<file path="src/pkg/slas_pkg.sv">
// Purpose: Shared constants and types of the supply life alarm sequencer
// Assumes: 10 MHz mclk, timing kept in 1 ms ticks
// Notes:   Display codes name whole three-digit patterns, not segments
package slas_pkg;
  localparam int unsigned CLK_PERIOD_NS = 100;
  localparam int unsigned MS_NS         = 1_000_000;
  localparam int unsigned MS_CYC        = MS_NS / CLK_PERIOD_NS;
  localparam int unsigned MS_W          = 16;

  localparam logic [MS_W-1:0] ALM_ON_MS   = 16'h00c8;  // 200 ms
  localparam logic [MS_W-1:0] ALM_HOLD_MS = 16'h1388;  // 5000 ms
  localparam logic [MS_W-1:0] ALT_MS      = 16'h07d0;  // 2000 ms
  localparam logic [MS_W-1:0] LONG_MS     = 16'h0bb8;  // 3000 ms
  localparam logic [MS_W-1:0] VER_MS      = 16'h01f4;  // 500 ms
  localparam logic [MS_W-1:0] DEB_MS      = 16'h0014;  // 20 ms
  localparam logic [MS_W-1:0] INIT_MS     = 16'h03e8;  // 1000 ms
  localparam logic [MS_W-1:0] PULSE_MS    = 16'h0064;  // 100 ms
  localparam logic [MS_W-1:0] SEC_MS      = 16'h03e8;  // 1000 ms
  localparam logic [MS_W-1:0] HOT_LOCK_S  = 16'h2a30;  // 3 h in seconds
  localparam logic [2:0]      VER_STEPS   = 3'h5;      // show, gap, show, gap, show
  localparam logic [3:0]      FIRST_MONTHS = 4'h1;

  typedef enum logic [2:0] {
    LIFE_FULL = 3'h0,
    LIFE_HALF = 3'h1,
    LIFE_1_5  = 3'h2,
    LIFE_0_5  = 3'h3,
    LIFE_END  = 3'h4
  } slas_life_t;

  typedef enum logic [3:0] {
    DISP_BLANK = 4'h0,
    DISP_INIT  = 4'h1,
    DISP_FULL  = 4'h2,
    DISP_HALF  = 4'h3,
    DISP_1_5   = 4'h4,
    DISP_0_5   = 4'h5,
    DISP_ZERO  = 4'h6,
    DISP_ALARM = 4'h7,
    DISP_VER   = 4'h8,
    DISP_HOT   = 4'h9,
    DISP_ALL   = 4'ha
  } slas_disp_t;

  typedef enum logic [6:0] {
    ST_INIT  = 7'h01,
    ST_RUN   = 7'h02,
    ST_HOT   = 7'h04,
    ST_FAULT = 7'h08,
    ST_DRAIN = 7'h10,
    ST_PDN   = 7'h20,
    ST_OFF   = 7'h40
  } slas_state_t;
endpackage

</file>
<file path="src/verilog/slas_sequencer.sv">
// Purpose: Sequences the service-life display and alarm output of a supply
// Assumes: sys_rst is applied at power-up; life level and month tick come from
//          the estimator on mclk; button, power-good and run are pins
// Notes:   alarm_out high means ON (conducting)
`timescale 1ns/10ps
module slas_sequencer #(
  parameter int unsigned           TICK_CYC = slas_pkg::MS_CYC,
  parameter logic [slas_pkg::MS_W-1:0] LOCK_S = slas_pkg::HOT_LOCK_S
) (
  input  wire logic                mclk,
  input  wire logic                sys_rst,
  input  wire logic                clk_en,
  input  wire logic                test_btn,
  input  wire logic                pwr_ok,
  input  wire logic                ctrl_run,
  input  wire logic                overheat,
  input  wire logic                unit_fault,
  input  wire slas_pkg::slas_life_t life_lvl,
  input  wire logic                month_tick,
  output slas_pkg::slas_disp_t     disp_code,
  output logic                     alarm_out
);
  import slas_pkg::*;
  localparam int unsigned TW = $clog2(TICK_CYC);

  logic [TW-1:0]   tick_reg, tick_next;
  logic            ms_reg, ms_next;
  logic            btn_s1_reg, btn_s2_reg, pwr_s1_reg, pwr_s2_reg, run_s1_reg, run_s2_reg;
  logic            btn_reg, btn_next;
  logic [MS_W-1:0] deb_reg, deb_next;
  logic [MS_W-1:0] press_reg, press_next;
  logic [MS_W-1:0] boot_reg, boot_next;
  logic [MS_W-1:0] sec_reg, sec_next;
  logic [MS_W-1:0] hot_s_reg, hot_s_next;
  logic            lock_reg, lock_next;
  logic            fault_reg, fault_next;
  logic [3:0]      months_reg, months_next;
  logic [MS_W-1:0] alt_reg, alt_next;
  logic            alt_ph_reg, alt_ph_next;
  logic [2:0]      ver_reg, ver_next;
  logic [MS_W-1:0] ver_ms_reg, ver_ms_next;
  slas_state_t     st_reg, st_next;
  logic [MS_W-1:0] ph_reg, ph_next;
  slas_disp_t      disp_reg, disp_next;
  logic            alarm_reg, alarm_next;
  logic            replace, long_hold, boot_on, boot_hold, norm_alarm;
  slas_disp_t      norm_disp;

  function automatic logic [MS_W-1:0] sat_inc(input logic [MS_W-1:0] v, input logic [MS_W-1:0] lim);
    sat_inc = (v >= lim) ? v : v + 16'h0001;
  endfunction

  // Two-flop synchronisers for pin inputs
  always_ff @(posedge mclk or posedge sys_rst) begin
    if (sys_rst) begin
      btn_s1_reg <= 1'b0;
      btn_s2_reg <= 1'b0;
      pwr_s1_reg <= 1'b1;
      pwr_s2_reg <= 1'b1;
      run_s1_reg <= 1'b0;
      run_s2_reg <= 1'b0;
    end else if (clk_en) begin
      btn_s1_reg <= test_btn;
      btn_s2_reg <= btn_s1_reg;
      pwr_s1_reg <= pwr_ok;
      pwr_s2_reg <= pwr_s1_reg;
      run_s1_reg <= ctrl_run;
      run_s2_reg <= run_s1_reg;
    end
  end

  assign replace    = (life_lvl == LIFE_END) && (months_reg >= FIRST_MONTHS);
  assign long_hold  = btn_reg && (press_reg >= LONG_MS);
  assign boot_on    = boot_reg >= ALM_ON_MS;
  assign boot_hold  = boot_reg < (ALM_ON_MS + ALM_HOLD_MS);
  assign norm_alarm = boot_on && (!replace || boot_hold);

  always_comb begin
    if (months_reg < FIRST_MONTHS) begin
      norm_disp = DISP_FULL;
    end else begin
      case (life_lvl)
        LIFE_FULL: norm_disp = DISP_FULL;
        LIFE_HALF: norm_disp = DISP_HALF;
        LIFE_1_5:  norm_disp = DISP_1_5;
        LIFE_0_5:  norm_disp = DISP_0_5;
        LIFE_END:  norm_disp = alt_ph_reg ? DISP_ALARM : DISP_ZERO;
        default:   norm_disp = DISP_FULL;
      endcase
    end
  end

  // Timebase, debounce, press and life counters
  always_comb begin
    tick_next   = tick_reg + 1'b1;
    ms_next     = 1'b0;
    btn_next    = btn_reg;
    deb_next    = deb_reg;
    press_next  = press_reg;
    boot_next   = boot_reg;
    sec_next    = sec_reg;
    hot_s_next  = hot_s_reg;
    lock_next   = lock_reg;
    fault_next  = fault_reg | unit_fault;
    months_next = months_reg;
    alt_next    = alt_reg;
    alt_ph_next = alt_ph_reg;
    ver_next    = ver_reg;
    ver_ms_next = ver_ms_reg;
    if (tick_reg == TW'(TICK_CYC - 1)) begin
      tick_next = '0;
      ms_next   = 1'b1;
    end
    if (month_tick && months_reg < FIRST_MONTHS) begin
      months_next = months_reg + 4'h1;
    end
    if (ms_reg) begin
      boot_next = sat_inc(boot_reg, ALM_ON_MS + ALM_HOLD_MS);
      if (btn_s2_reg != btn_reg) begin
        deb_next = deb_reg + 16'h0001;
        if (deb_reg >= DEB_MS - 16'h0001) begin
          btn_next = btn_s2_reg;
          deb_next = '0;
        end
      end else begin
        deb_next = '0;
      end
      if (btn_reg) begin
        press_next = sat_inc(press_reg, LONG_MS);
      end
      if (alt_reg >= ALT_MS - 16'h0001) begin
        alt_next    = '0;
        alt_ph_next = !alt_ph_reg;
      end else begin
        alt_next = alt_reg + 16'h0001;
      end
      if (ver_reg != 3'h0) begin
        ver_ms_next = ver_ms_reg + 16'h0001;
        if (ver_ms_reg >= VER_MS - 16'h0001) begin
          ver_ms_next = '0;
          ver_next    = (ver_reg >= VER_STEPS) ? 3'h0 : ver_reg + 3'h1;
        end
      end
      sec_next = (sec_reg >= SEC_MS - 16'h0001) ? '0 : sec_reg + 16'h0001;
      if (!overheat) begin
        hot_s_next = '0;
      end else if (sec_reg >= SEC_MS - 16'h0001) begin
        hot_s_next = sat_inc(hot_s_reg, LOCK_S);
      end
      if (hot_s_reg >= LOCK_S) begin
        lock_next = 1'b1;
      end
    end
    // Short press starts the version display on release
    if (btn_reg && !btn_next) begin
      press_next = '0;
      if (press_reg < LONG_MS && st_reg == ST_RUN) begin
        ver_next    = 3'h1;
        ver_ms_next = '0;
      end
    end
  end

  always_ff @(posedge mclk or posedge sys_rst) begin
    if (sys_rst) begin
      tick_reg   <= '0;
      ms_reg     <= 1'b0;
      btn_reg    <= 1'b0;
      deb_reg    <= '0;
      press_reg  <= '0;
      boot_reg   <= '0;
      sec_reg    <= '0;
      hot_s_reg  <= '0;
      lock_reg   <= 1'b0;
      fault_reg  <= 1'b0;
      months_reg <= '0;
      alt_reg    <= '0;
      alt_ph_reg <= 1'b0;
      ver_reg    <= '0;
      ver_ms_reg <= '0;
    end else if (clk_en) begin
      tick_reg   <= tick_next;
      ms_reg     <= ms_next;
      btn_reg    <= btn_next;
      deb_reg    <= deb_next;
      press_reg  <= press_next;
      boot_reg   <= boot_next;
      sec_reg    <= sec_next;
      hot_s_reg  <= hot_s_next;
      lock_reg   <= lock_next;
      fault_reg  <= fault_next;
      months_reg <= months_next;
      alt_reg    <= alt_next;
      alt_ph_reg <= alt_ph_next;
      ver_reg    <= ver_next;
      ver_ms_reg <= ver_ms_next;
    end
  end

  // Sequencer and output decode
  always_comb begin
    st_next    = st_reg;
    ph_next    = ms_reg ? sat_inc(ph_reg, INIT_MS) : ph_reg;
    disp_next  = DISP_BLANK;
    alarm_next = 1'b0;
    case (st_reg)
      ST_INIT: begin
        disp_next  = DISP_INIT;
        alarm_next = norm_alarm;
        if (ph_reg >= INIT_MS) begin
          st_next = ST_RUN;
        end
      end
      ST_RUN: begin
        disp_next  = norm_disp;
        alarm_next = norm_alarm;
        if (long_hold) begin
          disp_next  = DISP_ALARM;
          alarm_next = 1'b0;
        end else if (ver_reg != 3'h0) begin
          disp_next = ver_reg[0] ? DISP_VER : DISP_BLANK;
        end
        if (overheat || lock_reg) begin
          st_next = ST_HOT;
        end
      end
      ST_HOT: begin
        disp_next = DISP_HOT;
        if (!overheat && !lock_reg) begin
          st_next = ST_RUN;
        end
      end
      ST_FAULT: begin
        disp_next = DISP_ALL;
      end
      ST_DRAIN: begin
        disp_next  = (lock_reg || overheat) ? DISP_HOT : norm_disp;
        alarm_next = (lock_reg || overheat) ? 1'b0 : norm_alarm;
        if (!run_s2_reg) begin
          st_next = ST_PDN;
          ph_next = '0;
        end
      end
      ST_PDN: begin
        alarm_next = ph_reg < PULSE_MS;
        if (ph_reg >= PULSE_MS) begin
          st_next = ST_OFF;
        end
      end
      ST_OFF: begin
        alarm_next = 1'b0;
      end
      default: begin
        st_next = ST_INIT;
      end
    endcase
    if (fault_reg) begin
      st_next = ST_FAULT;
    end else if (!pwr_s2_reg && (st_reg == ST_INIT || st_reg == ST_RUN || st_reg == ST_HOT)) begin
      st_next = ST_DRAIN;
    end
  end

  always_ff @(posedge mclk or posedge sys_rst) begin
    if (sys_rst) begin
      st_reg    <= ST_INIT;
      ph_reg    <= '0;
      disp_reg  <= DISP_BLANK;
      alarm_reg <= 1'b0;
    end else if (clk_en) begin
      st_reg    <= st_next;
      ph_reg    <= ph_next;
      disp_reg  <= disp_next;
      alarm_reg <= alarm_next;
    end
  end

  assign disp_code = disp_reg;
  assign alarm_out = alarm_reg;

  long_press_a: assert property (@(posedge mclk) disable iff (sys_rst)
    (clk_en && st_reg == ST_RUN && long_hold) |=> (disp_reg == DISP_ALARM && !alarm_reg))
    else $error("long press did not force alarm code and alarm off");
  release_norm_a: assert property (@(posedge mclk) disable iff (sys_rst)
    (clk_en && st_reg == ST_RUN && !btn_reg && ver_reg == 3'h0)
    |=> (disp_reg == $past(norm_disp) && alarm_reg == $past(norm_alarm)))
    else $error("normal display or alarm not restored");
  version_show_a: assert property (@(posedge mclk) disable iff (sys_rst)
    (clk_en && st_reg == ST_RUN && !long_hold && ver_reg != 3'h0)
    |=> (disp_reg == ($past(ver_reg[0]) ? DISP_VER : DISP_BLANK)))
    else $error("version display step wrong");
  end_life_a: assert property (@(posedge mclk) disable iff (sys_rst)
    (clk_en && st_reg == ST_RUN && replace && !boot_hold && !btn_reg && ver_reg == 3'h0)
    |=> (!alarm_reg && (disp_reg == DISP_ZERO || disp_reg == DISP_ALARM)))
    else $error("end of life display or alarm wrong");
  boot_delay_a: assert property (@(posedge mclk) disable iff (sys_rst)
    (clk_en && boot_reg < ALM_ON_MS && st_reg != ST_PDN) |=> !alarm_reg)
    else $error("alarm on before startup delay");
  boot_hold_a: assert property (@(posedge mclk) disable iff (sys_rst)
    (clk_en && st_reg == ST_INIT && boot_on && boot_hold) |=> alarm_reg)
    else $error("alarm not on during startup hold");
  hot_show_a: assert property (@(posedge mclk) disable iff (sys_rst)
    (clk_en && st_reg == ST_HOT) |=> (disp_reg == DISP_HOT && !alarm_reg))
    else $error("overheat display wrong");
  fault_hold_a: assert property (@(posedge mclk) disable iff (sys_rst)
    (clk_en && st_reg == ST_FAULT) |=> (st_reg == ST_FAULT && disp_reg == DISP_ALL && !alarm_reg))
    else $error("fault state left or shown wrong");
  hot_lock_a: assert property (@(posedge mclk) disable iff (sys_rst)
    (clk_en && lock_reg && st_reg == ST_HOT && pwr_s2_reg && !fault_reg) |=> st_reg == ST_HOT)
    else $error("locked overheat state was left");
  pdn_pulse_a: assert property (@(posedge mclk) disable iff (sys_rst)
    (clk_en && st_reg == ST_PDN && ph_reg < PULSE_MS) |=> (disp_reg == DISP_BLANK && alarm_reg))
    else $error("power-down blank and pulse wrong");
  first_month_a: assert property (@(posedge mclk) disable iff (sys_rst)
    (clk_en && st_reg == ST_RUN && months_reg < FIRST_MONTHS && !btn_reg && ver_reg == 3'h0)
    |=> disp_reg == DISP_FULL)
    else $error("full life not shown in first month");

  long_press_c: cover property (@(posedge mclk) disable iff (sys_rst) st_reg == ST_RUN && long_hold);
  version_c: cover property (@(posedge mclk) disable iff (sys_rst) ver_reg == VER_STEPS);
  pdn_c: cover property (@(posedge mclk) disable iff (sys_rst) st_reg == ST_OFF);
  lock_c: cover property (@(posedge mclk) disable iff (sys_rst) lock_reg && !overheat);
endmodule // slas_sequencer

</file>
<file path="config.mk">
export PLATFORM = sky130hd
export DESIGN_NAME = slas_sequencer
export DESIGN_NICKNAME = d
export VERILOG_FILES = /design/src/pkg/slas_pkg.sv /design/src/verilog/slas_sequencer.sv
export SDC_FILE = /design/constraint.sdc
export NUM_CORES = 1
export LEC_CHECK = 0
export BUFFER_PORTS_ARGS = -buffer_cell sky130_fd_sc_hd__buf_2
export CAP_MARGIN = 0
export CORE_AREA = 2 2 115 145
export DETAILED_ROUTE_END_ITERATION = 7
export DIE_AREA = 0 0 117 147
export PLACE_DENSITY = 0.7
export SLEW_MARGIN = 25
export SYNTH_ARGS = -nofsm -noshare
export SYNTH_HDL_FRONTEND = slang
export SYNTH_SLANG_ARGS = --single-unit
</file>
<file path="constraint.sdc">
create_clock -name mclk -period 10.9 [get_ports mclk]
set_clock_uncertainty 0.15 [all_clocks]
set_input_delay 2.18 -clock mclk [delete_from_list [all_inputs] [get_ports mclk]]
set_output_delay 2.18 -clock mclk [all_outputs]
set_load 0.05 [all_outputs]
</file>
### After elaboration in Yosys (flattened, before gate mapping)

Index checks and enable logic that the tools add are counted.

| word-level totals | value |
|---|---|
| register bits after elaboration | 172 |
| bits of input ports | 12 |
| output and inout port bits | 5 |
| word-level logic and storage cells | 156 |

| operators by class | value |
|---|---|
| add/sub/neg operators | 11 |
| order comparisons | 16 |
| eq/ne operators | 22 |
| mux-type cells | 50 |
| bitwise gates (word level) | 2 |
| reduce and logical (&&, ||, !) cells | 30 |

Operators by type and width:

| operator | count |
|---|---|
| $mux W16 | 20 |
| $add A16 B1 Y16 const B | 8 |
| $mux W7 | 7 |
| $pmux W7 S6 | 1 |
| $ge A16 B10 Y1 const B | 2 |
| $mux W3 | 7 |
| $pmux W4 S5 | 1 |
| $ge A16 B11 Y1 const B | 1 |
| $ge A16 B12 Y1 const B | 1 |
| $ge A16 B13 Y1 const B | 1 |
| $ge A16 B14 Y1 const B | 1 |
| $ge A16 B5 Y1 const B | 1 |
| $ge A16 B7 Y1 const B | 1 |
| $ge A16 B8 Y1 const B | 1 |
| $ge A16 B9 Y1 const B | 1 |
| $lt A16 B12 Y1 const B | 1 |
| $lt A16 B13 Y1 const B | 1 |
| $lt A16 B7 Y1 const B | 1 |
| $mux W4 | 4 |
| $add A14 B1 Y14 const B | 1 |
| $eq A14 B14 Y1 const B | 1 |
| $mux W14 | 1 |
| $ne A4 B3 Y1 const B | 3 |
| $pmux W3 S4 | 1 |
| other kinds (34) | 63 |

### Depth between registers and ports, before layout

Gate-level depths: netlist (run 1).

| depth | value |
|---|---|
| depth after elaboration | 8 |
| mapped depth | 9 |
| gate-level depth less buffers | 8 |

### Least setup slack after synthesis (run 1)

No wires, ideal clock.

| timing | value |
|---|---|
| kind | input to register |
| start point | input clk_en |
| end point | register ph_reg[7] |
| setup time | 78 ps |
| arrival time | 3805 ps |
| required time | 10672 ps |
| slack | 6867 ps |
| stages on the path | 7 |
| buffers on the path | 2 |
| path through | buf_2 and2_1 buf_2 o2111ai_2 or4_1 or3_1 a21oi_1 |

RTL lines:

| element | line | source |
|---|---|---|
| start, declared | slas_sequencer.sv:12 | `input wire logic clk_en,` |
| end signal, assigned | slas_sequencer.sv:272 | `ph_reg <= ph_next;` |
| end, declared | slas_sequencer.sv:43 | `logic [MS_W-1:0] ph_reg, ph_next;` |

==> results of run 1 <==
-- placed cells by master, fill, tap and decap left out, types with 17 or more instances in the layout --
cell	count
sky130_fd_sc_hd__ha_1	19
sky130_fd_sc_hd__dfrtp_1	169
sky130_fd_sc_hd__nand2_1	59
sky130_fd_sc_hd__clkbuf_16	17
sky130_fd_sc_hd__nor2_1	116
sky130_fd_sc_hd__nand3_1	47
sky130_fd_sc_hd__nor3_1	27
sky130_fd_sc_hd__nand4_1	23
sky130_fd_sc_hd__xor2_1	30
sky130_fd_sc_hd__a21oi_1	21
sky130_fd_sc_hd__and3_1	21
sky130_fd_sc_hd__o21ai_0	45
sky130_fd_sc_hd__inv_1	31
sky130_fd_sc_hd__xnor2_1	43
sky130_fd_sc_hd__nor4_1	18
-- cells by family (layout without fill, tap and decap cells) --
logic type      Yosys count  after routing  synth area share, %
compound gates          148            148                 11.7
mux                      10             10                 1.31
buf+inv                  66             81                 3.07
xor+xnor                 73             73                 7.51
simple gates            384            384                 22.9
fa+ha+maj                19             19                 2.79
flops                   172            172                 50.6
-- worst max path at each step --
stage / startpoint / end / slack (ns) / cells past startpoint
after detailed placement: clk_en / ph_reg[7] / 5.93 / 7
after floorplan: sys_rst / alarm_out / 3.91 / 1
after global placement: clk_en / ph_reg[7] / 5.97 / 7
after CTS: clk_en / ph_reg[7] / 6.40 / 7
final: clk_en / ph_reg[7] / 6.40 / 7
after global routing: clk_en / ph_reg[7] / 6.19 / 7
-- metal layers --
metal	global-route usage, %	part of all wire, %	wire (µm)	up-vias
met5	0	0	0	-
met4	6.41	1.1	189	0
met3	4.79	2.4	394	14
met2	34.3	51	8400	70
met1	27.5	46	7640	3061
li1	-	-	-	3103
-- per-stage QoR --
stage                     area (µm²)  power (mW)  instances  setup WS (ns)
final                           9370        1.36       1103           6.40
after global routing            9370        1.41       1103           6.19
after CTS                       9360        1.37       1103           6.40
after detailed placement        8750       0.735       1073           5.93
after global placement          8750       0.732       1073           5.97
after floorplan                 8510       0.716        872           3.91
-- Yosys cell counts (all sizes together) (3+ instances only) --
cell,instances,area share (%)
dfrtp,169,50
nor2,117,5.2
nand2,59,2.6
nand3,47,2.8
o21ai,45,2.6
xnor2,43,4.4
inv,32,1.4
xor2,30,3.1
nor3,29,1.8
clkbuf,25,1.1
nand4,23,1.7
a21oi,21,1.2
and3,21,1.5
nor4,20,1.7
ha,19,2.8
and2,16,1.2
a31oi,15,1.1
nor2b,13,0.96
buf,9,0.54
mux2,9,1.2
o31ai,8,0.76
a21o,7,0.62
a41oi,7,0.72
and4,6,0.62
nor4b,6,0.62
or3,6,0.44
or4,5,0.44
nand2b,4,0.29
nor3b,4,0.35
o21a,4,0.35
a211oi,3,0.26
a22oi,3,0.26
dfstp,3,0.93
nand3b,3,0.26
o2111ai,3,0.38
o2bb2ai,3,0.31
-- report_power, final --
group	switching, mW	internal, mW
Sequential	0.0158	0.654
Clock	0.247	0.388
Combinational	0.0356	0.0173
Total	0.298	1.06
-- cell type report --
type	count	area, µm²	share of cell area (%)
Clock buffer	20	447	4.77
Clock inverter	10	168	1.79
Inverter	32	125	1.33
Multi-Input combinational cell	634	3950	42.1
Sequential cell	172	4310	46.0
Tap cell	216	270	2.88
Timing Repair Buffer	19	106	1.13
==> metrics list, run 1 <==
- Synthesized flop and latch total: 172
* Detailed-route wire length per cell: 15.1 µm
- Required time of the critical path: 11.10 ns
- During I/O placement, the number of pins put on the boundary was 17.
- The critical path contains buffers and inverters numbering 2 combined.
- Antenna violations before repair: 0
- After detailed routing, the number of vias per cell comes to 5.66.
- Net count, final: 907
- The first global-routing pass estimated 28,800 µm of wire.
- The worst hold path belongs to the class flop to flop.
- Summed over all layers, the global routing overflow is 0.
- Synth Warn #: 0
- Of the synthesized area, sequential elements account for 50.6%.
- CTS root buffer: sky130_fd_sc_hd__clkbuf_16
* Fraction of layout cells with a size suffix above 1: 8.12%
* Final core area utilization: 58.8%
- Number of endpoints failing setup at the final stage: 0
- Maximum fanout along the worst path: 45
* Worst Hold Depth: 0
- Filler Cells Inserted: 1,380
- The mapped netlist covers 8510 µm².
- Buffers placed on the I/O ports in this run total 16.
- Number of max-capacitance violations reported: 0
- Synthesis instantiated 68 different standard cells from the library.
- Total Die Area: 17,200 µm²
- Std-Cell Core Area: 15,900 µm²
* Total wirelength of the detailed-routed design: 16,600 µm
- The worst hold path begins at boot_reg[15].
* Data arrival, critical path: 4.70 ns
- The H-tree generated during clock tree synthesis spans 4 levels.
* Total via count after detailed routing: 6,248
- Total global-route track usage: 20.9%
- Via count of the first global-routing pass: 6,202
* Upper clock frequency limit: 222 MHz
- Counting cells, the worst reg-to-reg path comes to 5.
- Reg2reg end: ph_reg[7]
* Type of origin of the critical path: input pin
* Num CTS Buffers: 17
* Setup slack on the worst flop-to-flop path: 8.14 ns
- Setup repair after global routing missed its margin: no
- Clock-pin slew was measured on the worst setup and hold paths at 0.06 ns.
- Worst Max-Slew Pin Slew: 0.946 ns
* Cell Pwr Density: 145 nW/µm²
* ANT cells: 0
* Die outline width: 117 µm
- The largest individual stage delay along the critical path comes from the cell sky130_fd_sc_hd__and2_1.
- Hold violation total from the final report: 0
- Share of synthesized registers carrying an async set or reset: 100%
- Violation count after the first detailed-route iteration: 398
- Counting flops with a built-in enable in the synthesized netlist gives 0.
- The worst hold path terminates at boot_reg[15].
- Clock latency on the worst-skew pair: 0.43 ns
- Gate count of the mapped netlist: 872
- The first TritonRoute pass finished after 5 iterations.
- Critical path class: input pin to flop
- Dividing the final minimum period by the clock period gives 41.2%.
- Y dimension of the die: 147 µm
* Cell family with the largest share of critical-path delay: simple AND/OR/NAND/NOR gates
* TritonCTS clock tree: done
* Tightest hold margin: 0.219 ns
* Detailed-placement wirelength estimate: 11,300 µm
- Total clock sinks: 172
- Hold buffer count at cts: 0
- In this run the static leakage power is 4.25 nW.
- The congestion estimate from routability-driven global placement came to 0.828.
- The initial utilization of the core area, before any placement, comes to 53.4%.
- Peak VDD IR: 0.107 mV
* Mapped Nets: 903
- Each instance of the synthesized netlist takes up on average 9.76 µm².
* Cell breakdown of the critical path: buf_2, buf_4, and2_1, o2111ai_2, or4_1, or3_1, a21oi_1
* Post-cts gate resize count: 0
- Primary FF master, synth: sky130_fd_sc_hd__dfrtp_1
* Post-synthesis to final-layout area growth: 10.1%
* DRC violation count after routing: 0
* FF-to-FF Start: ms_reg
* Final slew viol count: 0
- STA classifies the critical path endpoint as a flop.
* Antenna-violating nets left: 0
- Shortest clock period the worst path allows after layout: 4.50 ns
* Largest stage delay on the critical path: 0.65 ns
- Result of the run: completed
- Number of buffers added for setup after CTS: 0
* Number of buffers between clock root and the deepest sink: 2
* Floorplan row count: 52
* Slew Limit Headroom: 36.7%
- Pin count of the biggest net entering global routing: 95
- Final total negative setup slack: 0 ns
Power figures use the tool's default switching activity.
==> run 2: changes to the inputs <==
--- a/config.mk
+++ b/config.mk
@@ -10,7 +10,7 @@
 export CORE_AREA = 2 2 115 145
 export DETAILED_ROUTE_END_ITERATION = 7
 export DIE_AREA = 0 0 117 147
-export PLACE_DENSITY = 0.7
+export PLACE_DENSITY = 0.73
 export SLEW_MARGIN = 25
 export SYNTH_ARGS = -nofsm -noshare
 export SYNTH_HDL_FRONTEND = slang
==> constraint.sdc (replaced) <==
create_clock -name mclk -period 4.11 [get_ports mclk]
set_clock_uncertainty 0.15 [all_clocks]
set_input_delay 0.822 -clock mclk [delete_from_list [all_inputs] [get_ports mclk]]
set_output_delay 0.822 -clock mclk [all_outputs]
set_load 0.05 [all_outputs]
==> run 2 against run 1 <==
  * Critical path depth unchanged
  * First-iteration DRC count down 7.8%
  * Non-clock buffer count rose by 4
  * Combinational power grew to 2.7 times the previous value
  * Critical path type is now flop to flop
  * Largest power group is now the clock network
  * Highest routed layer unchanged
==> metrics list, run 2 (synthesis results as in run 1) <==
- The count of instances resized after the clock tree is built came to 0 (unchanged).
- The clock sink count was 172 (unchanged).
* Via count of the first global-routing pass: 6,096 (-1.7%)
- The number of hold violations in the final report came to 0 (unchanged).
* Number of buffers added for setup after CTS: 0 (unchanged)
- The count of buffering cells on the critical path with inverters included is 0 (-2).
* Detailed-placement wirelength estimate: 11,100 µm (-2.2%)
- Final total negative setup slack: 0 ns (unchanged)
- Cell Pwr Density: 397 nW/µm² (+170%)
- Result of the run: completed
- Final cycle utilization of the critical path: 66.4%
* Most common cell after layout, fill and taps aside: sky130_fd_sc_hd__dfrtp_1
- The vertical die dimension is 147 µm (unchanged).
* Hold buffer count at cts: 0 (unchanged)
- Antenna violations before repair: 0 (unchanged)
* Met3 track demand over resource in global routing: 4.83% (+0.041 points)
* Antenna-violating nets left: 0 (unchanged)
- The placement row count is 52 (unchanged).
- Final slew viol count: 0 (unchanged)
* Depth of the CTS H-tree: 4 (unchanged)
* Slowest cell on the critical path: sky130_fd_sc_hd__or4b_1
- The clock tree buffer depth is 2 (unchanged).
- The clock latency of the later-clocked register in the worst-skew pair was 0.43 ns (about the same).
- The met2 track demand over resource in global routing came to 33.1% (-1.2 points).
- The width of the die is 117 µm (unchanged).
- The total vias in the final route is 6,393 (+2.3%).
* Worst Hold Class: flop to flop
* Top-level port count: 17 (unchanged)
* Detailed-route wire length per cell: 14.8 µm (-1.5%)
* Violation count after the first detailed-route iteration: 367 (-7.8%)
- Routability Congestion: 0.825 (-0.35%)
- Net count, final: 911 (+0.44%)
* Required time of the critical path: 4.24 ns (-6.86 ns)
* Largest stage delay on the critical path: 0.57 ns (-0.08 ns)
- STA classifies the critical path endpoint as a flop.
- The core area came to 15,900 µm² (unchanged).
- Critical path class: flop to flop
- Fraction of layout cells with a size suffix above 1: 8.40% (+0.28 points)
- Slew Limit Headroom: 33.2% (-3.5 points)
- Vias per std cell: 5.76 (+1.8%)
- TritonCTS built the clock tree.
- Total global-route track usage: 20.7% (-0.14 points)
- The number of buffers added by the clock tree synthesis step is 17 (unchanged).
- met2 is the most crowded layer.
- Type of origin of the critical path: flop
- Leaving out fill and tap cells, the most frequent cells in the layout are 169 x sky130_fd_sc_hd__dfrtp_1, 117 x sky130_fd_sc_hd__nor2_1, 59 x sky130_fd_sc_hd__nand2_1, 47 x sky130_fd_sc_hd__nand3_1, 45 x sky130_fd_sc_hd__o21ai_0.
- Worst slack, placed: 1.21 ns (-4.72 ns)
- Maximum fanout along the worst path: 13 (-71%)
- Shortest clock period the worst path allows after layout: 2.73 ns
- CTS root buffer: sky130_fd_sc_hd__clkbuf_16
- Met1 Use GR: 27.7% (+0.27 points)
* Total wirelength of the detailed-routed design: 16,500 µm (-1.0%)
- The maximum VDD drop is 0.315 mV (+190%).
* Input/output buffers: 16 (unchanged)
- Wire length of the first global-routing pass: 28,600 µm (-0.98%)
* Clock transition time at the flip-flop clock pins of the worst setup and hold paths: 0.06 ns (about the same)
- Number of max-capacitance violations reported: 0 (unchanged)
* Effective utilization at floorplan: 53.4% (unchanged)
- The first-pass detailed-route iteration total is 6 (+1).
- Post-synthesis to final-layout area growth: 11.3%
- The cell family contributing the most delay on the critical path is simple AND/OR/NAND/NOR gates.
- DRC violation count after routing: 0 (unchanged)
- Setup repair after global routing left no endpoint under its margin.
- The post-layout worst setup margin was 1.38 ns (-5.02 ns).
- The number of setup violations in the final report is 0 (unchanged).
- The cell leakage power was 4.29 nW (+1.1%).
- Cell breakdown of the critical path: ha_1, a211oi_1, or4b_1, a41o_1, nor4b_1, xnor2_1, nor2_1
- The pin count of the biggest net entering global routing was 173 (+82%).
- Data arrival, critical path: 2.86 ns (-1.84 ns)
- ANT cells: 0 (unchanged)
- Upper clock frequency limit: 366 MHz
* Worst Max-Slew Pin Slew: 0.999 ns (+0.0529 ns)
- The total congestion overflow after global routing came to 0 (unchanged).
- Total Die Area: 17,200 µm² (unchanged)
-- run 2: cell type report --
type                            instances  area (µm²)
Sequential cell                       172        4310
Clock inverter                         11         240
Timing Repair Buffer                   23         145
Fill cell                            1326        6470
Tap cell                              216         270
Multi-Input combinational cell        634        3950
Clock buffer                           21         440
Inverter                               32         124
-- run 2: where the power goes --
| part | internal [mW] | switching, mW | total (mW) | leakage (nW) |
|---|---|---|---|---|
| combinational | 0.0473 | 0.0937 | 0.141 | 1.69 |
| sequential | 1.73 | 0.0398 | 1.77 | 2.28 |
| clock | 1.20 | 0.643 | 1.85 | 0.325 |
-- run 2: path summary, 6_finish.rpt --
kind,start,endpoint,slack [ns],cells past startpoint
setup reg to reg,sec_reg[0],hot_s_reg[9],1.38,7
max in group asynchronous,sys_rst,alt_reg[15],2.61,3
setup / recovery,sec_reg[0],hot_s_reg[9],1.38,7
min in group asynchronous,sys_rst,hot_s_reg[13],0.45,3
hold reg to reg,boot_reg[14],boot_reg[14],0.22,0
hold / removal,boot_reg[14],boot_reg[14],0.22,0
-- run 2: metal layers --
| metal | wire length (µm) | part of all wire, % |
|---|---|---|
| met1 | 7500 | 46 |
| met3 | 551 | 3.3 |
| met5 | 0 | 0 |
| met4 | 328 | 2.0 |
| met2 | 8070 | 49 |
-- run 2: through the flow --
step / instances / instance area, µm² / hold slack [ns] / power (mW) / utilization [%]
after floorplan: 872 / 8510 / 0.271 / 1.90 / -
after global placement: 1077 / 8790 / 0.208 / 1.94 / 55.1
after detailed placement: 1077 / 8790 / 0.208 / 1.95 / 55.1
after CTS: 1109 / 9470 / 0.222 / 3.80 / 59.4
after global routing: 1109 / 9470 / 0.227 / 3.90 / 59.4
final: 1109 / 9470 / 0.217 / 3.76 / 59.4
-- run 2: worst register-to-register path: cells and delay by family (launching register included) --
kind | cells | cell delay, ns
xor+xnor | 1 | 0.16
flops | 1 | 0.40
compound gates | 2 | 0.54
fa+ha+maj | 1 | 0.27
simple gates | 3 | 1.06
==> run 3: changes to the inputs <==
--- a/config.mk
+++ b/config.mk
@@ -5,12 +5,13 @@
 export SDC_FILE = /design/constraint.sdc
 export NUM_CORES = 1
 export LEC_CHECK = 0
+export ABC_AREA = 1
 export BUFFER_PORTS_ARGS = -buffer_cell sky130_fd_sc_hd__buf_2
 export CAP_MARGIN = 0
-export CORE_AREA = 2 2 115 145
+export CORE_AREA = 2 2 118 149
 export DETAILED_ROUTE_END_ITERATION = 7
-export DIE_AREA = 0 0 117 147
-export PLACE_DENSITY = 0.73
+export DIE_AREA = 0 0 120 151
+export PLACE_DENSITY = 0.7
 export SLEW_MARGIN = 25
 export SYNTH_ARGS = -nofsm -noshare
 export SYNTH_HDL_FRONTEND = slang
==> constraint.sdc (replaced) <==
create_clock -name mclk -period 2.6 [get_ports mclk]
set_clock_uncertainty 0.15 [all_clocks]
set_input_delay 0.52 -clock mclk [delete_from_list [all_inputs] [get_ports mclk]]
set_output_delay 0.52 -clock mclk [all_outputs]
set_load 0.05 [all_outputs]
==> run 3 against run 2 <==
  * Die area grew 5.4%
  * Utilization grew 1.3 points
  * Highest routed layer unchanged
  * Worst hold slack lost 0.074 ns
  * Wire length grew 7.9%
  * First-iteration DRC count grew 51%
  * Via count grew 15%
  * Non-clock buffer count grew 9
  * Fmax grew 19%
  * Combinational power grew to 4.0 times the previous value
  * Register-to-register slack lost 1.1 ns
==> metrics list, run 3 <==
* Crit path setup slack, layout: 0.304 ns (-1.08 ns)
- Static Leak: 5.07 nW (+18%)
* Hold violation total from the final report: 0 (unchanged)
* Shortest clock period the worst path allows after layout: 2.30 ns (-0.435 ns)
- Tightest hold margin: 0.143 ns (-0.0739 ns)
- Power, Total: 6.32 mW (+68%)
* Dpl cell area: 9440 µm² (+7.4%)
- DRC violation count after routing: 0 (unchanged)
- The die footprint is 18,100 µm² (+5.4%).
- The startpoint identified for the worst hold timing path is pwr_ok.
- TritonCTS clock tree: done
- Primary FF master, synth: sky130_fd_sc_hd__dfrtp_1
* Share of the synthesized area in the top cell type: 46.6% (-3.1 points)
- The worst setup timing slack at the placement stage came to 0.335 ns (-0.877 ns).
- Clock transition time at the flip-flop clock pins of the worst setup and hold paths: 0.06 ns (about the same)
- The endpoint identified for the worst register-to-register timing path is ver_reg[0].
* Effective utilization at floorplan: 54.5% (+1.1 points)
* Floorplan row count: 53 (+1.9%)
* Clock power share: 43.8% (-5.3 points)
- The core area came to 16,600 µm² (+4.4%).
- Leaving out fill and tap cells, the most frequent cells in the layout are 272 x sky130_fd_sc_hd__nand2_1, 181 x sky130_fd_sc_hd__nor2_1, 169 x sky130_fd_sc_hd__dfrtp_1, 150 x sky130_fd_sc_hd__inv_1, 86 x sky130_fd_sc_hd__nand3_1.
- Area of the multi-input gates: 4040 µm² (+2.3%)
- Router iterations before antenna repair: 5 (-1)
- Num CTS Buffers: 17 (unchanged)
* Cell taking the most area after synthesis: sky130_fd_sc_hd__dfrtp_1
- Total wirelength of the detailed-routed design: 17,800 µm (+7.9%)
* Upper clock frequency limit: 436 MHz (+19%)
- The total vias in the final route is 7,354 (+15%).
- The flow ran to the end, and the final reports show no timing, DRC or antenna violations.
- Share of total power consumed by net switching: 24.1% (+3.5 points)
- Area of the mapped netlist: 9070 µm² (+6.6%)
- The post-synthesis net count is 1,204 (+33%).
- Fraction of the yosys area taken by sequential cells: 47.5% (-3.1 points)
* Internal Dissipation: 4.79 mW (+61%)
- The fraction of met3 tracks used by global routing was 3.92% (-0.91 points).
- Highest-utilization routing layer at the global route stage: met2
* Most common cell after layout, fill and taps aside: sky130_fd_sc_hd__nand2_1
* Type of destination of the critical path: flop
- The depth of the worst hold-timing path was 3 (+3).
- The accumulated negative setup slack was 0 ns (unchanged).
- Filler Cells Inserted: 1,482 (+12%)
- Setup slack on the worst flop-to-flop path: 0.30 ns (-1.08 ns)
- The total congestion overflow after global routing was 0 (unchanged).
* Post-synthesis to final-layout area growth: 11.4% (about the same)
- Wire length of the first global-routing pass: 31,400 µm (+10%)
- Grt met2 use: 37.1% (+4.0 points)
- Gate count of the mapped netlist: 1,173 (+35%)
- Synth Area per Inst: 7.73 µm² (-21%)
- The number of setup violations in the final report was 0 (unchanged).
* Dpl cells: 1,395 (+30%)
* Detailed-route wire length per cell: 12.4 µm (-16%)
* Via count of the first global-routing pass: 7,136 (+17%)
- Data arrival, critical path: 2.47 ns (-0.39 ns)
- Psw: 1.52 mW (+96%)
- In this run the worst hold path is classified as input pin to flop.
- The logic gate share of total power is 8.9% (+5.2 points).
- The number of port buffers came to 16 (unchanged).
- Die outline width: 120 µm (+2.6%)
- The power density over the cells is 625 nW/µm² (+58%).
* Final core area utilization: 60.7% (+1.3 points)
- The post-CTS setup buffer count came to 0 (unchanged).
- Setup repair after global routing left no endpoint under its margin.
- The slew at the pin closest to its max-slew limit was 0.639 ns (-0.359 ns).
- The length in cells of the worst reg-to-reg path is 12 (+5).
- Synthesized flop and latch total: 172 (unchanged)
- Cell breakdown of the critical path: inv_1, ha_1, inv_1, nor2_1, inv_1, nand2_2, inv_1, nand2_2, inv_1, o21ai_0, nor2_1, nor2_1
- The post-layout net count came to 1,226 (+35%).
* Required time of the critical path: 2.77 ns (-1.47 ns)
* Type of origin of the critical path: flop
- Reg power frac: 47.3% (about the same)
- Detailed-placement wirelength estimate: 12,600 µm (+14%)
* Vias per std cell: 5.15 (-11%)
* Total clock sinks: 172 (unchanged)
- Number of buffers between clock root and the deepest sink: 2 (unchanged)
* Share of synthesized registers carrying an async set or reset: 100% (unchanged)
- The first-iteration detailed-routing DRC count is 556 (+51%).
* CTS root buffer: sky130_fd_sc_hd__clkbuf_16
- Pin count of the biggest net entering global routing: 59 (-66%)
- The final non-filler cell total was 1,428 (+29%).
- Synth unique cells: 43 (-37%)
- The final antenna diode count came to 0 (unchanged).
* FF-to-FF Start: ver_reg[0]
* Final slew viol count: 0 (unchanged)
* Peak VDD IR: 0.481 mV (+53%)
* Number of max-capacitance violations reported: 0 (unchanged)
* Slowest cell on the critical path: sky130_fd_sc_hd__dfrtp_1
- Antenna violations before repair: 0 (unchanged)
- The final design instance area without fill came to 10,100 µm² (+6.7%).
- Maximum fanout along the worst path: 11 (-2)
- Cell types with the largest area share after synthesis: sky130_fd_sc_hd__dfrtp_1 47%, sky130_fd_sc_hd__nand2_1 11%, sky130_fd_sc_hd__nor2_1 7.5%
- The flip-flop and latch area was 4310 µm² (unchanged).
- The largest incremental delay on the critical path is 0.44 ns (-0.13 ns).
- Worst Hold Endpoint: pwr_s1_reg
- Clock latency on the worst-skew pair: 0.43 ns (about the same)
* Top-level port count: 17 (unchanged)
- The antenna violation net count after detailed routing was 0 (unchanged).
* Cell with the most instances after synthesis: sky130_fd_sc_hd__nand2_1
- The level count of the clock H-tree is 4 (unchanged).
* Critical Path Most Common Cell: sky130_fd_sc_hd__inv_1
- The total global routing track utilization came to 21.2% (+0.49 points).
* Synth Warn #: 0 (unchanged)
- Final cycle utilization of the critical path: 88.3% (+22 points)
* EDFF count, synth: 0 (unchanged)
- Y dimension of the die: 151 µm (+2.7%)
- In the synthesized netlist, the cells that appear most often are 272 x sky130_fd_sc_hd__nand2_1, 181 x sky130_fd_sc_hd__nor2_1, 169 x sky130_fd_sc_hd__dfrtp_1.
* Met1 Use GR: 25.9% (-1.9 points)
- The worst setup path is of the flop to flop kind.
* Routability Congestion: 0.902 (+9.3%)
- Fraction of layout cells with a size suffix above 1: 7.70% (-0.70 points)
* Slew Limit Headroom: 57.4% (+24 points)
==> run 3: cell count changes in the layout (fill, tap and decap cells not counted), sizes merged, moves of 18 or more <==
cell,previous run,this run
nand2,59,280
inv,31,154
nor2,117,190
nand3,47,87
xnor2,43,13
and3,21,3
==> run 3: layer usage <==
layer | up-vias | wire length, µm
li1 | 3758 | -
met1 | 3492 | 8260
met2 | 84 | 8790
met5 | - | 0
met4 | 0 | 272
met3 | 20 | 431
==> run 3: final cells by class <==
cell class,instances,share of cell area [%]
Clock inverter,10,1.58
Tap cell,220,2.72
Sequential cell,172,42.6
Clock buffer,22,4.89
Timing Repair Buffer,32,2.38
Inverter,156,5.83
Multi-Input combinational cell,816,40.0
==> run 3: power by group through the flow <==
stage | Sequential, mW | Combinational [mW] | Clock (mW)
2_1_floorplan | 3.01 | 0.437 | 0
4_1_cts | 2.99 | 0.573 | 2.83
3_5_place_dp | 3.03 | 0.571 | 0
3_3_place_gp | 3.03 | 0.551 | 0
6_report | 2.99 | 0.564 | 2.76
5_1_grt | 3.01 | 0.665 | 2.93
==> run 3: worst max-delay path by stage <==
stage	slack, ns	to	from
CTS	0.31	ver_reg[0]	ver_reg[0]
floorplan	-0.26	alarm_out	sys_rst
global placement	0.39	ver_reg[0]	ver_reg[0]
detailed placement	0.33	ver_reg[0]	ver_reg[0]
finish	0.30	ver_reg[0]	ver_reg[0]
global route	0.09	ver_reg[0]	ver_reg[0]
==> run 3: logic make-up (layout without fill, tap and decap cells) <==
kind of cell	Yosys count	count (layout)	synth area share (%)
AND/OR/NAND/NOR	635	635	30.0
AO/OA/AOI/OAI	109	109	6.73
flip-flops	172	172	47.5
adder cells (fa/ha/maj)	19	19	2.62
buffers and inverters	185	220	7.97
XOR/XNOR	53	53	5.12
==> run 3: worst max-delay path: cells and delay by family, from the launching register on <==
family / cells / cell delay (ns)
fa+ha+maj: 1 / 0.20
buf+inv: 5 / 0.77
compound gates: 1 / 0.08
flops: 1 / 0.44
simple gates: 5 / 0.54
==> run 3: repair_timing <==
| item | CTS | global route |
|---|---|---|
| hold endpoints to repair | 6 | 0 |
| hold buffers | 1 | 0 |
| setup endpoints to repair | 0 | 0 |
| resized for setup | 0 | 0 |
